--- src/logic/sar_consts.vh ---
// constants shared by the conversion control and its result buffer
`ifndef SAR_CONSTS_VH
`define SAR_CONSTS_VH
// ----------------------------------------------------------------------
// result format
// ----------------------------------------------------------------------
`define SAR_RES_BITS 12
`define SAR_RES_MSB 11
// ----------------------------------------------------------------------
// sequence of one sample, counted in conversion-clock ticks
// ----------------------------------------------------------------------
`define SAR_STEPS 18
`define SAR_SAMPLE_LAST 5'h03
`define SAR_BIT_FIRST 5'h04
`define SAR_BIT_LAST 5'h0f
`define SAR_STEP_LATCH 5'h10
// ----------------------------------------------------------------------
// clocking
// ----------------------------------------------------------------------
`define SAR_REF_MHZ 20
`define SAR_CONV_MAX_MHZ 18
`define SAR_CONV_MIN_MHZ 1
// smallest divider rounds 20/18 up so the conversion clock never exceeds 18 MHz
`define SAR_DIV_MIN 5'h02
// largest divider keeps the conversion clock at 1 MHz or above
`define SAR_DIV_MAX 5'h14
// ----------------------------------------------------------------------
// power-up wait
// ----------------------------------------------------------------------
`define SAR_PUP_WAIT_NS 10000
// 10 us in reference cycles at 20 MHz
`define SAR_PUP_CYCLES 8'hc8
// ----------------------------------------------------------------------
// reset values
// ----------------------------------------------------------------------
`define SAR_RST_CODE 12'h000
`define SAR_RST_STEP 5'h00
`endif

--- src/logic/sar_conv_ctrl.v ---
// conversion control of a 12-bit successive-approximation converter
`include "sar_consts.vh"
module sar_conv_ctrl (
  // clock and reset
  input wire ref_clk,
  input wire arst_n,
  // control from software and power management
  input wire start_strobe,
  input wire single_conversion_select,
  input wire [4:0] conv_div,
  input wire power_on,
  input wire status_clear,
  // frame start from a clock or a programmable_logic_block output
  input wire frame_start,
  // analog front end
  input wire comp_in,
  output wire [`SAR_RES_MSB:0] dac_code,
  output wire sample_hold,
  // result stream to cpu or dma
  output wire result_valid,
  input wire result_ready,
  output wire [`SAR_RES_MSB:0] result_data,
  // status
  output wire conv_done,
  output wire done_status,
  output wire conv_ready,
  output wire conv_busy,
  output wire trigger_missed
);
  // ----------------------------------------------------------------------
  // states and helpers
  // ----------------------------------------------------------------------
  localparam ST_OFF = 2'h0;
  localparam ST_IDLE = 2'h1;
  localparam ST_RUN = 2'h2;
  localparam ST_PUSH = 2'h3;

  // one-hot mask of a result bit
  function [`SAR_RES_MSB:0] sar_mask;
    input [3:0] idx;
    begin
      sar_mask = {{(`SAR_RES_BITS - 1){1'b0}}, 1'b1} << idx;
    end
  endfunction

  // keep the divider inside the legal conversion-clock range
  function [4:0] sar_clamp_div;
    input [4:0] div;
    begin
      if (div < `SAR_DIV_MIN) begin
        sar_clamp_div = `SAR_DIV_MIN;
      end else if (div > `SAR_DIV_MAX) begin
        sar_clamp_div = `SAR_DIV_MAX;
      end else begin
        sar_clamp_div = div;
      end
    end
  endfunction

  reg [1:0] state_r;
  reg [1:0] state_nxt;
  reg [4:0] step_r;
  reg [4:0] step_nxt;
  reg [`SAR_RES_MSB:0] dac_r;
  reg [`SAR_RES_MSB:0] dac_nxt;
  reg [`SAR_RES_MSB:0] result_r;
  reg [`SAR_RES_MSB:0] result_nxt;
  reg [4:0] div_cnt_r;
  reg tick_r;
  reg [7:0] pup_cnt_r;
  reg ready_r;
  reg fs_s1_r;
  reg fs_s2_r;
  reg fs_s3_r;
  reg fs_level_r;
  reg pend_r;
  reg cont_run_r;
  reg status_r;
  reg missed_r;
  wire [4:0] div_eff;
  wire fs_rise;
  wire trigger;
  wire accept;
  wire buf_in_valid;
  wire buf_in_ready;
  wire read_done;
  wire [3:0] bit_idx;

  // ----------------------------------------------------------------------
  // conversion clock: a tick every div_eff reference cycles
  // ----------------------------------------------------------------------
  assign div_eff = sar_clamp_div(conv_div);

  always @(posedge ref_clk or negedge arst_n) begin
    if (!arst_n) begin
      div_cnt_r <= 5'h00;
      tick_r <= 1'b0;
    end else begin
      if (div_cnt_r >= div_eff - 5'h01) begin
        div_cnt_r <= 5'h00;
        tick_r <= 1'b1;
      end else begin
        div_cnt_r <= div_cnt_r + 5'h01;
        tick_r <= 1'b0;
      end
    end
  end

  // ----------------------------------------------------------------------
  // power-up wait
  // ----------------------------------------------------------------------
  // sleep drops power_on, so the wait reruns on every wake
  always @(posedge ref_clk or negedge arst_n) begin
    if (!arst_n) begin
      pup_cnt_r <= 8'h00;
      ready_r <= 1'b0;
    end else if (!power_on) begin
      pup_cnt_r <= 8'h00;
      ready_r <= 1'b0;
    end else if (!ready_r) begin
      if (pup_cnt_r == `SAR_PUP_CYCLES - 8'h01) begin
        ready_r <= 1'b1;
      end else begin
        pup_cnt_r <= pup_cnt_r + 8'h01;
      end
    end
  end

  // ----------------------------------------------------------------------
  // frame-start synchroniser and edge detect
  // ----------------------------------------------------------------------
  // the level only moves once the second and third stages agree
  always @(posedge ref_clk or negedge arst_n) begin
    if (!arst_n) begin
      fs_s1_r <= 1'b0;
      fs_s2_r <= 1'b0;
      fs_s3_r <= 1'b0;
      fs_level_r <= 1'b0;
    end else begin
      fs_s1_r <= frame_start;
      fs_s2_r <= fs_s1_r;
      fs_s3_r <= fs_s2_r;
      if (fs_s2_r == fs_s3_r) begin
        fs_level_r <= fs_s3_r;
      end
    end
  end

  assign fs_rise = fs_s2_r & fs_s3_r & ~fs_level_r;
  // an idle unconnected frame_start input stays low and never triggers
  assign trigger = start_strobe | fs_rise;
  // a trigger is taken only when ready and not already converting
  assign accept = trigger & ready_r & (state_r == ST_IDLE) & ~pend_r & ~cont_run_r;

  // ----------------------------------------------------------------------
  // trigger bookkeeping and continuous run
  // ----------------------------------------------------------------------
  always @(posedge ref_clk or negedge arst_n) begin
    if (!arst_n) begin
      pend_r <= 1'b0;
      cont_run_r <= 1'b0;
      missed_r <= 1'b0;
    end else begin
      if (state_r == ST_OFF) begin
        pend_r <= 1'b0;
      end else if (accept) begin
        pend_r <= 1'b1;
      end else if (state_r == ST_RUN) begin
        pend_r <= 1'b0;
      end
      if (!ready_r || single_conversion_select) begin
        cont_run_r <= 1'b0;
      end else if (accept) begin
        cont_run_r <= 1'b1;
      end
      // set wins over clear
      if (trigger && !accept) begin
        missed_r <= 1'b1;
      end else if (status_clear) begin
        missed_r <= 1'b0;
      end
    end
  end

  // ----------------------------------------------------------------------
  // sequencer
  // ----------------------------------------------------------------------
  assign bit_idx = 4'hf - step_r[3:0];

  always @* begin
    state_nxt = state_r;
    step_nxt = step_r;
    dac_nxt = dac_r;
    result_nxt = result_r;
    case (state_r)
      ST_OFF: begin
        step_nxt = `SAR_RST_STEP;
        dac_nxt = `SAR_RST_CODE;
        if (ready_r) begin
          state_nxt = ST_IDLE;
        end
      end
      ST_IDLE: begin
        if (tick_r && (pend_r || cont_run_r)) begin
          state_nxt = ST_RUN;
          step_nxt = `SAR_RST_STEP;
          dac_nxt = `SAR_RST_CODE;
        end
      end
      ST_RUN: begin
        if (tick_r) begin
          step_nxt = step_r + 5'h01;
          if (step_r == `SAR_SAMPLE_LAST) begin
            dac_nxt = sar_mask(4'hb);
          end else if (step_r >= `SAR_BIT_FIRST && step_r <= `SAR_BIT_LAST) begin
            // keep the trial bit only when the input is at or above the dac
            dac_nxt = comp_in ? dac_r : (dac_r & ~sar_mask(bit_idx));
            if (bit_idx != 4'h0) begin
              dac_nxt = dac_nxt | sar_mask(bit_idx - 4'h1);
            end
          end else if (step_r == `SAR_STEP_LATCH) begin
            // the push cycle and the idle wait fill the eighteenth tick, so back to back
            // samples take eighteen ticks each
            result_nxt = dac_r;
            state_nxt = ST_PUSH;
            step_nxt = `SAR_RST_STEP;
          end
        end
      end
      ST_PUSH: begin
        // a full buffer holds the sequencer here, so no result is lost
        if (buf_in_ready) begin
          state_nxt = ST_IDLE;
        end
      end
      default: begin
        state_nxt = ST_OFF;
      end
    endcase
    if (!power_on) begin
      state_nxt = ST_OFF;
    end
  end

  always @(posedge ref_clk or negedge arst_n) begin
    if (!arst_n) begin
      state_r <= ST_OFF;
      step_r <= `SAR_RST_STEP;
      dac_r <= `SAR_RST_CODE;
      result_r <= `SAR_RST_CODE;
    end else begin
      state_r <= state_nxt;
      step_r <= step_nxt;
      dac_r <= dac_nxt;
      result_r <= result_nxt;
    end
  end

  // ----------------------------------------------------------------------
  // result buffer
  // ----------------------------------------------------------------------
  assign buf_in_valid = (state_r == ST_PUSH);

  sar_buf2 u_buf (
    .ref_clk(ref_clk),
    .arst_n(arst_n),
    .in_valid(buf_in_valid),
    .in_ready(buf_in_ready),
    .in_data(result_r),
    .out_valid(result_valid),
    .out_ready(result_ready),
    .out_data(result_data)
  );

  assign read_done = result_valid & result_ready;

  // ----------------------------------------------------------------------
  // done status
  // ----------------------------------------------------------------------
  // sticky until a read or a clear; a completion in the same cycle wins
  always @(posedge ref_clk or negedge arst_n) begin
    if (!arst_n) begin
      status_r <= 1'b0;
    end else if (buf_in_valid && buf_in_ready) begin
      status_r <= 1'b1;
    end else if (read_done || status_clear) begin
      status_r <= 1'b0;
    end
  end

  // ----------------------------------------------------------------------
  // outputs
  // ----------------------------------------------------------------------
  assign dac_code = dac_r;
  assign sample_hold = (state_r == ST_RUN) && (step_r <= `SAR_SAMPLE_LAST);
  // done follows the buffer, high while any unread result waits
  assign conv_done = result_valid;
  assign done_status = status_r;
  assign conv_ready = ready_r;
  assign conv_busy = (state_r == ST_RUN) || (state_r == ST_PUSH) || pend_r;
  assign trigger_missed = missed_r;
endmodule

--- src/logic/sar_buf2.v ---
// two-entry result buffer with valid/ready on both sides
`include "sar_consts.vh"
module sar_buf2 (
  // clock and reset
  input wire ref_clk,
  input wire arst_n,
  // fill side
  input wire in_valid,
  output wire in_ready,
  input wire [`SAR_RES_MSB:0] in_data,
  // drain side
  output wire out_valid,
  input wire out_ready,
  output wire [`SAR_RES_MSB:0] out_data
);
  reg [`SAR_RES_MSB:0] mem_r [0:1];
  reg wr_idx_r;
  reg rd_idx_r;
  reg [1:0] count_r;
  wire push;
  wire pop;

  assign in_ready = (count_r != 2'h2);
  assign out_valid = (count_r != 2'h0);
  // data comes straight from the storage flip-flops
  assign out_data = mem_r[rd_idx_r];
  assign push = in_valid & in_ready;
  assign pop = out_valid & out_ready;

  always @(posedge ref_clk or negedge arst_n) begin
    if (!arst_n) begin
      mem_r[0] <= `SAR_RST_CODE;
      mem_r[1] <= `SAR_RST_CODE;
      wr_idx_r <= 1'b0;
      rd_idx_r <= 1'b0;
      count_r <= 2'h0;
    end else begin
      if (push) begin
        mem_r[wr_idx_r] <= in_data;
        wr_idx_r <= ~wr_idx_r;
      end
      if (pop) begin
        rd_idx_r <= ~rd_idx_r;
      end
      if (push && !pop) begin
        count_r <= count_r + 2'h1;
      end else if (pop && !push) begin
        count_r <= count_r - 2'h1;
      end
    end
  end
endmodule

--- config.mk ---
export PLATFORM = sky130hd
export DESIGN_NAME = sar_conv_ctrl
export DESIGN_NICKNAME = d
export VERILOG_FILES = /design/src/logic/sar_conv_ctrl.v /design/src/logic/sar_buf2.v
export VERILOG_INCLUDE_DIRS = /design/src /design/src/logic
export SDC_FILE = /design/constraint.sdc
export NUM_CORES = 1
export LEC_CHECK = 0
export BUFFER_PORTS_ARGS = -buffer_cell sky130_fd_sc_hd__buf_2
export CAP_MARGIN = 15
export CORE_MARGIN = 4
export CORE_UTILIZATION = 54
export DETAILED_ROUTE_END_ITERATION = 7
export PLACE_DENSITY = 0.77
export SYNTH_ARGS = -nofsm -noshare
export SYNTH_HDL_FRONTEND = slang
export SYNTH_HIERARCHICAL = 1
export SYNTH_SLANG_ARGS = --single-unit
export TNS_END_PERCENT = 50
--- constraint.sdc ---
create_clock -name ref_clk -period 2.37 [get_ports ref_clk]
set_input_delay 0.474 -clock ref_clk [delete_from_list [all_inputs] [get_ports ref_clk]]
set_output_delay 0.474 -clock ref_clk [all_outputs]
set_load 0.03 [all_outputs]
# Word level (Yosys, flattened, before mapping)
# Cells that the tools add are included.
# totals
register_bits	82
input_bits	14
output_inout_bits	31
wordCells	161
# op_classes
eq_ne	20
n_addsub	8
n_bitwise	21
order_cmp	9
mux	49
shift	2
n_reduce_logical	31
# op_table
operator	n
12-bit two-way mux	10
5-bit two-way mux	8
12-bit case mux with 3 select lines	1
24-bit bitwise mux	1
8-bit two-way mux	3
1-bit by 4-bit left shift with 12-bit output, first input constant	2
2-bit two-way mux	10
3-bit != test, second input constant	6
5-bit case mux with 3 select lines	1
1-bit two-way mux	13
12-bit AND	1
12-bit demux with 1-bit select	1
12-bit inverter	1
12-bit OR	1
5-bit by 1-bit adder with 5-bit output, second input constant	2
2-bit nonzero test	5
8-bit by 1-bit adder with 8-bit output, second input constant	1
1-bit AND	8
8-bit equality test, second input constant	1
1-bit logical AND	8
2-bit != test, second input constant	4
2-bit case mux with 4 select lines	1
1-bit inverter	7
7-bit AND reduction	1
other kinds (31)	43

# Depth between registers and ports, before layout
# Gate-level depths: netlist (run 1).
# depth
depth_word	11
depth_mapped	10
depth_no_buf	10

# Modules after synthesis
# The synthesis (run 1) kept the hierarchy.
# modules_own_cells
mod	cells_each	n_inst	seq_area_each_um2	area_per_inst_um2
sar_conv_ctrl	299	1	1351.3	3188.1
sar_buf2	80	1	700.7	1332.5

# Worst setup path before layout (run 1)
# Ideal clock, no wire load.
# synth_timing
path_kind	register -> register
start	register step_r[0]
end	register result_r[11]
arrival_ps	2188
stages_incl_launch_ff	8
path_buffers	1
t_required_ps	2242
slack_ps	55
setup_time_ps	128
synth_period_minus_slack_ps	2315
cell_sequence	dfrtp_1 ha_1 and3_1 ha_1 nand2b_2 nor4_4 buf_4 mux2_1
# synth_via
elab_chain_len	4
word_cells_on_any_way	8
cone_classes	2 x order compare; 2 x eq/ne; 2 x bitwise; 2 x reduce/logical
# synth_rtl
element	line	source
start, declared	sar_conv_ctrl.v:62	reg [4:0] step_r;
start signal, assigned	sar_conv_ctrl.v:248	step_r <= `SAR_RST_STEP;
start signal, assigned	sar_conv_ctrl.v:253	step_r <= step_nxt;
5-bit by 3-bit greater-or-equal comparator with 1-bit output (no source line) or 5-bit by 4-bit <= comparator with 1-bit output (tied branches)	-	
1-bit logical AND (no source line)	-	
1-bit inverter (no source line)	-	
5-bit AND reduction (no source line) (*)	-	
end signal, assigned	sar_conv_ctrl.v:250	result_r <= `SAR_RST_CODE;
end signal, assigned	sar_conv_ctrl.v:255	result_r <= result_nxt;
end, declared	sar_conv_ctrl.v:66	reg [`SAR_RES_MSB:0] result_r;
# Mark *: on every way between the ends. The rest lies on a longest branch, timed or not.
# A chain may end at the register's enable or synchronous reset.

# Worst setup path after layout (run 1)
# layout_timing
start	register state_r[0]
end	output port conv_busy
# layout_via
elab_chain_len	3
word_cells_on_any_way	4
cone_classes	2 x eq/ne; 2 x reduce/logical
# layout_rtl
element	line	source
start, declared	sar_conv_ctrl.v:60	reg [1:0] state_r;
start signal, assigned	sar_conv_ctrl.v:252	state_r <= state_nxt;
2-bit equality test, on equally long branches	-	
1-bit logical OR (*) (2 in series)	sar_conv_ctrl.v:300	assign conv_busy = (state_r == ST_RUN) || (state_r == ST_PUSH) || pend_r;
end, declared	sar_conv_ctrl.v:27	output wire conv_busy,
# Marked as above.

==> results by group, run 1 <==
Critical path
  • Worst R2R End: result_r[7]
  • Reg2Reg Launch Point: step_r[0]
  • Critical Path Start Type: register
  • CP cell instances: inv_1, ha_1, buf_4, or3_1, buf_2
  • CP max FO: 5
  • R2R cell count: 7
  • CP max stage cell: dfrtp_1
  • CP Class: register to output pin
  • R2r setup slk: approximately 0.19 ns
  • Worst Setup SP: state_r[0]
  • Crit path largest cell delay: ~0.42 ns
  • CP Data Required Time: between 1.5 and 2 ns
  • CP arrival: 1.82 ns
  • Crit. End Element: output pin

Routing
  • Routed wire per std cell: around 16 microns
  • Detail Route Antenna Nets: 0
  • Met2 wire len: approximately 4500 microns
  • DR vias: 3056
  • # DRC: 0
  • Max Used Layer: met4
  • Initial drt markers: ~120
  • WL final: around 9000 microns
  • Via density per instance: 5.61
  • TritonRoute pass-1 iters: 4
  • Metal3 WL: 304 microns
  • Met1 WL: about 4100 microns

Yosys
  • Yosys cell types: slightly above 70
  • Post-synth EDFFs: 0
  • Top cells by area, synth: dfrtp_1 (45%), ha_1 (6.6%), mux2_4 (6.6%)
  • Mapped Cells: 379
  • Post-Syn Area per Cell: around 12 sq um
  • Asr flop ratio synth: 1.00
  • Most frequent cells after synthesis: dfrtp_1 (82), inv_1 (29), ha_1 (24)
  • Flops & latches, synth: about 80
  • Mapped Area: between 4000 and 5000 sq um
  • Syn nets: 417
  • Sequential-to-total area share from yosys stat: 0.454
  • YS warnings: 6
  • Area leader, netlist: dfrtp_1
  • Top FF cell, synth: dfrtp_1
  • Top cell type's share of synthesized area: 0.454
  • Most frequent cell after synthesis: dfrtp_1

GRT
  • Grt total ovfl: 0
  • Initial antenna violation count: 0
  • First-pass GRT wire length: 15100 microns
  • Largest net degree at the start of global routing: 44
  • Vias in the first global route: approximately 3100
  • Total track usage: 0.189

Power and ir drop
  • Combinational power share: 0.312
  • VDD IR-drop max: about 0.00038 V
  • Reg power frac: 0.434
  • Internal power: between 0.002 and 0.0025 W
  • Pwr dens: around 760 nW/um^2
  • Sw Ratio: 0.373
  • Leak Pwr: approximately 2.4 nW
  • NetSw: about 0.0014 W
  • Clock group share of total power: 0.254

Clock network
  • CTS tree: yes
  • Htree depth: 3
  • Setup Fix Bufs, Post-CTS: 0
  • Clock buffer count from CTS: 9
  • CTS Hold Bufs: 0
  • Clock Sinks: between 80 and 90
  • Max Buffers Root-to-Sink: 2
  • Clock tree root buffer cell: clkbuf_8
  • Clock transition at path regs: approximately 0.090 ns
  • Cts repair resizes: 0
  • Clk_lat worst skew: about 0.36 ns

Finish
  • Design area: ~5100 sq um
  • Ant. Diodes: 0
  • Ratio of cells with drive above 1 in the final layout: 0.309
  • Fill count: around 670
  • Multi-input logic area: 2260 sq um
  • Area Growth Syn to Fin: 12.7%
  • Layout Nets: ~470
  • Register area: around 2100 sq um

STA
  • Final period util: 0.966
  • Clock Skews: 0.0191 ns
  • Final slew viol count: 0
  • Slew headroom: 0.595
  • RSZ-0062 raised after global routing: true
  • Period minus WS final: 2.29 ns
  • Total Neg Setup Slack: 0 ns
  • Final-report setup violation count: 0
  • Fmax: approximately 440 MHz
  • Final Hold Violating Endpoints: 0
  • Worst-margin pin slew: approximately 0.61 ns

Die
  • Die Ht: a little under 100 microns
  • Core ar.: about 8200 sq um
  • Site Rows: 33
  • Die width: a little under 100 microns
  • Total Die Area: slightly below 10000 sq um
  • Starting Density: 0.553
  • I/O pin total: 45

Job
  • Max Cap Violations: 0

Placed design
  • Gp weighted congestion: a little under 0.9
  • Hpwl dp: 6830 microns
  • I/O Buffers: 44
  • Placed Area: between 4000 and 5000 sq um

Worst hold path
  • Worst min path class: primary input to asynchronous set/reset pin

Run status
  • Outcome: complete, no violations
==> worst max-delay path: cells and delay by family, from the launching register on <==
kind | cells | cell delay, ns
adder cells (fa/ha/maj) | 1 | 0.23
buffers and inverters | 3 | 0.45
flip-flops | 1 | 0.42
AND/OR/NAND/NOR | 1 | 0.37
==> cell type report <==
class / count / share of cell area
clock buffer: 9 / 0.0243
clock inverter: 7 / 0.0142
inverter: 29 / 0.0214
multi-input combinational: 255 / 0.445
sequential: 82 / 0.403
tap: 105 / 0.0258
timing repair buffer: 58 / 0.0668
==> worst max-delay path by stage <==
stage / to / slack, ns / cells after the start
after floorplan: result_r[11] / 0.05 / 7
after global placement: tick_r / 0.05 / 10
after detailed placement: div_cnt_r[1] / -0.0008 / 10
after CTS: sample_hold / 0.05 / 3
after global routing: conv_busy / -0.02 / 5
final: conv_busy / 0.08 / 5
==> logic make-up (layout without fill, tap and decap cells) <==
group,count (synthesis),in the layout,synth area share
compound gates,65,65,0.115
xor+xnor,14,14,0.0271
fa+ha+maj,24,24,0.0664
buf+inv,42,103,0.0465
flops,82,82,0.454
mux,54,54,0.150
simple gates,98,98,0.142
==> metrics by stage <==
stage	cells	util	power (W)	setup slack (ns)	hold WS (ns)
floorplan	379	-	0.00259	0.0549	0.178
global placement	529	0.598	0.00287	0.0536	0.333
detailed placement	529	0.598	0.00293	-0.000812	0.343
CTS	545	0.622	0.00391	0.0466	0.105
global route	545	0.623	0.00412	-0.0209	0.129
finish	545	0.623	0.00387	0.0799	0.0913
==> cell usage in the layout (no fill, tap or decap), types with 9 or more instances in the layout <==
master	count
nor2_1	10
clkbuf_8	9
o221ai_1	9
dfrtp_1	82
mux2_4	20
inv_1	29
nand3_1	9
xor2_1	10
mux2_1	10
buf_4	14
ha_1	24
nand2_1	19
buf_2	43
mux2_2	19
==> flip-flops by register name (all words and copies together), names as in the netlist, 2 cells and up <==
name	count
state_r	2
u_buf/count_r	2
result_r	12
div_cnt_r	5
pup_cnt_r	8
dac_code	12
u_buf/mem_r	24
step_r	5
==> power groups by stage <==
stage          Sequential [W]  Combinational (W)  Clock [W]
6_report              0.00168            0.00121   0.000985
5_1_grt               0.00170            0.00134    0.00107
4_1_cts               0.00168            0.00122    0.00100
3_5_place_dp          0.00171            0.00121          0
3_3_place_gp          0.00170            0.00117          0
2_1_floorplan         0.00167           0.000915          0
==> per-layer routing <==
layer / up-vias / track usage
met5: - / 0
li1: 1489 / -
met3: 11 / 0.0379
met1: 1510 / 0.249
met4: 0 / 0.0620
met2: 46 / 0.315
(Power assumes the default switching activity.)
==> run 2: changes to the inputs <==
Settings changed: REMOVE_ABC_BUFFERS set to 1.
==> run 2 against run 1 <==
  * Power rose by 1.1%
  * Clock power rose by 5%
  * Hold slack improved by 0.14 ns
  * Core utilization rose by 0.14 points
  * Cell count fell by 0.18%
  * Routed wire length fell by 0.37%
  * Die area did not move
  * Largest power group unchanged
==> results by group, run 2 (synthesis gave the netlist of run 1 again) <==
Run status
  • Outcome: complete, no violations

STA
  • Clock Skews: roughly 0.012 ns
  • Fmax: around 440 MHz
  • Slew headroom: 0.595
  • RSZ-0062 raised after global routing: false
  • Period minus WS final: ~2.3 ns
  • Worst-margin pin slew: ~0.61 ns
  • Final period util: 0.968
  • Final-report setup violation count: 0
  • Final slew viol count: 0
  • Total Neg Setup Slack: 0 ns
  • Final Hold Violating Endpoints: 0

Worst hold path
  • Worst min path class: primary input to register
  • Hold worst-path end: fs_s1_r
  • Hold Path Cell Cnt: 1
  • Worst Min Path Start: frame_start

Finish
  • Layout Nets: 473
  • Commonest non-fill, non-tap cells in the layout: dfrtp_1 (82), buf_2 (43), inv_1 (29), ha_1 (24), mux2_4 (20)
  • Area Growth Syn to Fin: 12.9%
  • Max FFs per register: 24
  • Top reg by flops: u_buf/mem_r
  • Ant. Diodes: 0
  • Fill count: 690
  • Design area: just over 5000 sq um
  • Most common cell after layout, fill and taps aside: dfrtp_1
  • Ratio of cells with drive above 1 in the final layout: 0.305

Clock network
  • Cts repair resizes: 0
  • Clock tree root buffer cell: clkbuf_8
  • Clk_lat worst skew: between 0.3 and 0.4 ns
  • Clock buffer count from CTS: 9
  • Clock Sinks: ~80
  • Clock transition at path regs: about 0.08 ns
  • CTS tree: yes
  • Htree depth: 3
  • Max Buffers Root-to-Sink: 2

Critical path
  • CP Data Required Time: 1.90 ns
  • Worst R2R End: result_r[3]
  • R2r setup slk: 0.17 ns
  • Reg2Reg Launch Point: step_r[0]
  • Crit. End Element: output pin
  • CP Class: register to output pin
  • CP arrival: roughly 1.8 ns
  • R2R cell count: 7
  • Critical Path Start Type: register
  • CP max FO: 10

Routing
  • Max Used Layer: met4
  • # DRC: 0
  • TritonRoute pass-1 iters: 4
  • Met1 WL: 3990 microns
  • Initial drt markers: approximately 120
  • Routed wire per std cell: between 15 and 20 microns
  • Detail Route Antenna Nets: 0
  • Metal3 WL: about 310 microns
  • Via density per instance: ~5.7
  • WL final: around 9000 microns
  • DR vias: around 3100
  • Met2 wire len: about 4500 microns

GRT
  • First-pass GRT wire length: between 15000 and 20000 microns
  • Vias in the first global route: 3212
  • Total track usage: 0.194
  • Grt total ovfl: 0
  • Initial antenna violation count: 0
  • Largest net degree at the start of global routing: 43

Die
  • I/O pin total: 45
  • Site Rows: 33
  • Total Die Area: ~10000 sq um
  • Starting Density: 0.553
  • Die Ht: approximately 99 microns
  • Die width: between 90 and 100 microns
  • Core ar.: slightly above 8000 sq um

Placed design
  • I/O Buffers: 44
  • Hpwl dp: between 6000 and 7000 microns
  • Gp weighted congestion: 0.900
  • Placed Area: roughly 5000 sq um

Power and ir drop
  • Leak Pwr: 2.46 nW
  • VDD IR-drop max: approximately 0.00049 V
  • Total power: between 0.003 and 0.004 W
  • Pwr dens: about 770 nW/um^2

Job
  • Max Cap Violations: 0
## run 2: changes by cell type in the layout (fill, tap and decap cells not counted)
cell | before | now
clkinvlp_4 | 3 | 0
inv_8 | 3 | 0
buf_4 | 14 | 12
inv_6 | 0 | 2
buf_12 | 1 | 2
bufinv_16 | 0 | 1
clkbuf_8 | 9 | 10
clkinv_2 | 0 | 1
clkinv_4 | 0 | 1
clkinv_8 | 1 | 0
dlygate4sd3_1 | 0 | 1
nor3_2 | 0 | 1
nor3_4 | 2 | 1
## run 2: stage by stage
stage	setup WS (ns)	std cells	utilization	hold slack [ns]
floorplan	-0.0905	366	-	0.178
global placement	0.0737	527	0.598	0.310
detailed placement	-0.0665	527	0.598	0.314
CTS	0.0576	544	0.624	0.212
global route	0.00150	544	0.624	0.214
finish	0.0757	544	0.624	0.228
## run 2: what timing repair did
action | CTS | global route
endpoints found under the hold margin | 8 | 0
hold buffers | 1 | 0
setup endpoints to repair | 1 | 0
buffers inserted | 1 | 0
## run 2: worst max path at each step
stage,from,to,slack [ns],cells after the start
3_3_place_gp,conv_div[3],tick_r,0.07,10
6_report,state_r[0],conv_busy,0.08,5
2_1_floorplan,step_r[0],result_r[2],-0.09,6
5_1_grt,state_r[0],conv_busy,0.002,5
3_5_place_dp,conv_div[3],div_cnt_r[2],-0.07,11
4_1_cts,state_r[0],conv_busy,0.06,5
## run 2: cell type report
cell class / count / area (sq um) / share of cell area
multi-input cells: 255 / 2260 / 0.442
flip-flops and latches: 82 / 2050 / 0.402
repair buffers: 58 / 355 / 0.0696
clock buffers: 10 / 138 / 0.0270
well taps: 105 / 131 / 0.0257
inverters: 29 / 109 / 0.0213
clock inverters: 5 / 61.3 / 0.0120
## run 2: worst max-delay path: stages (launching register included)
cell,delay (ns)
dfrtp_1,0.35
inv_1,0.07
ha_1,0.24
buf_4,0.20
or3_1,0.42
buf_2,0.20
## run 2: power by group
group          leakage, nW  total (W)  internal, W  switching (W)
registers             1.11    0.00167      0.00152       0.000149
clock network        0.103    0.00103     0.000517       0.000509
logic                 1.24    0.00122     0.000504       0.000716
## run 2: per-layer routing
metal / vias up / GRT usage
met5: - / 0
met4: 0 / 0.0630
met3: 18 / 0.0386
met2: 60 / 0.331
met1: 1550 / 0.247
li1: 1487 / -
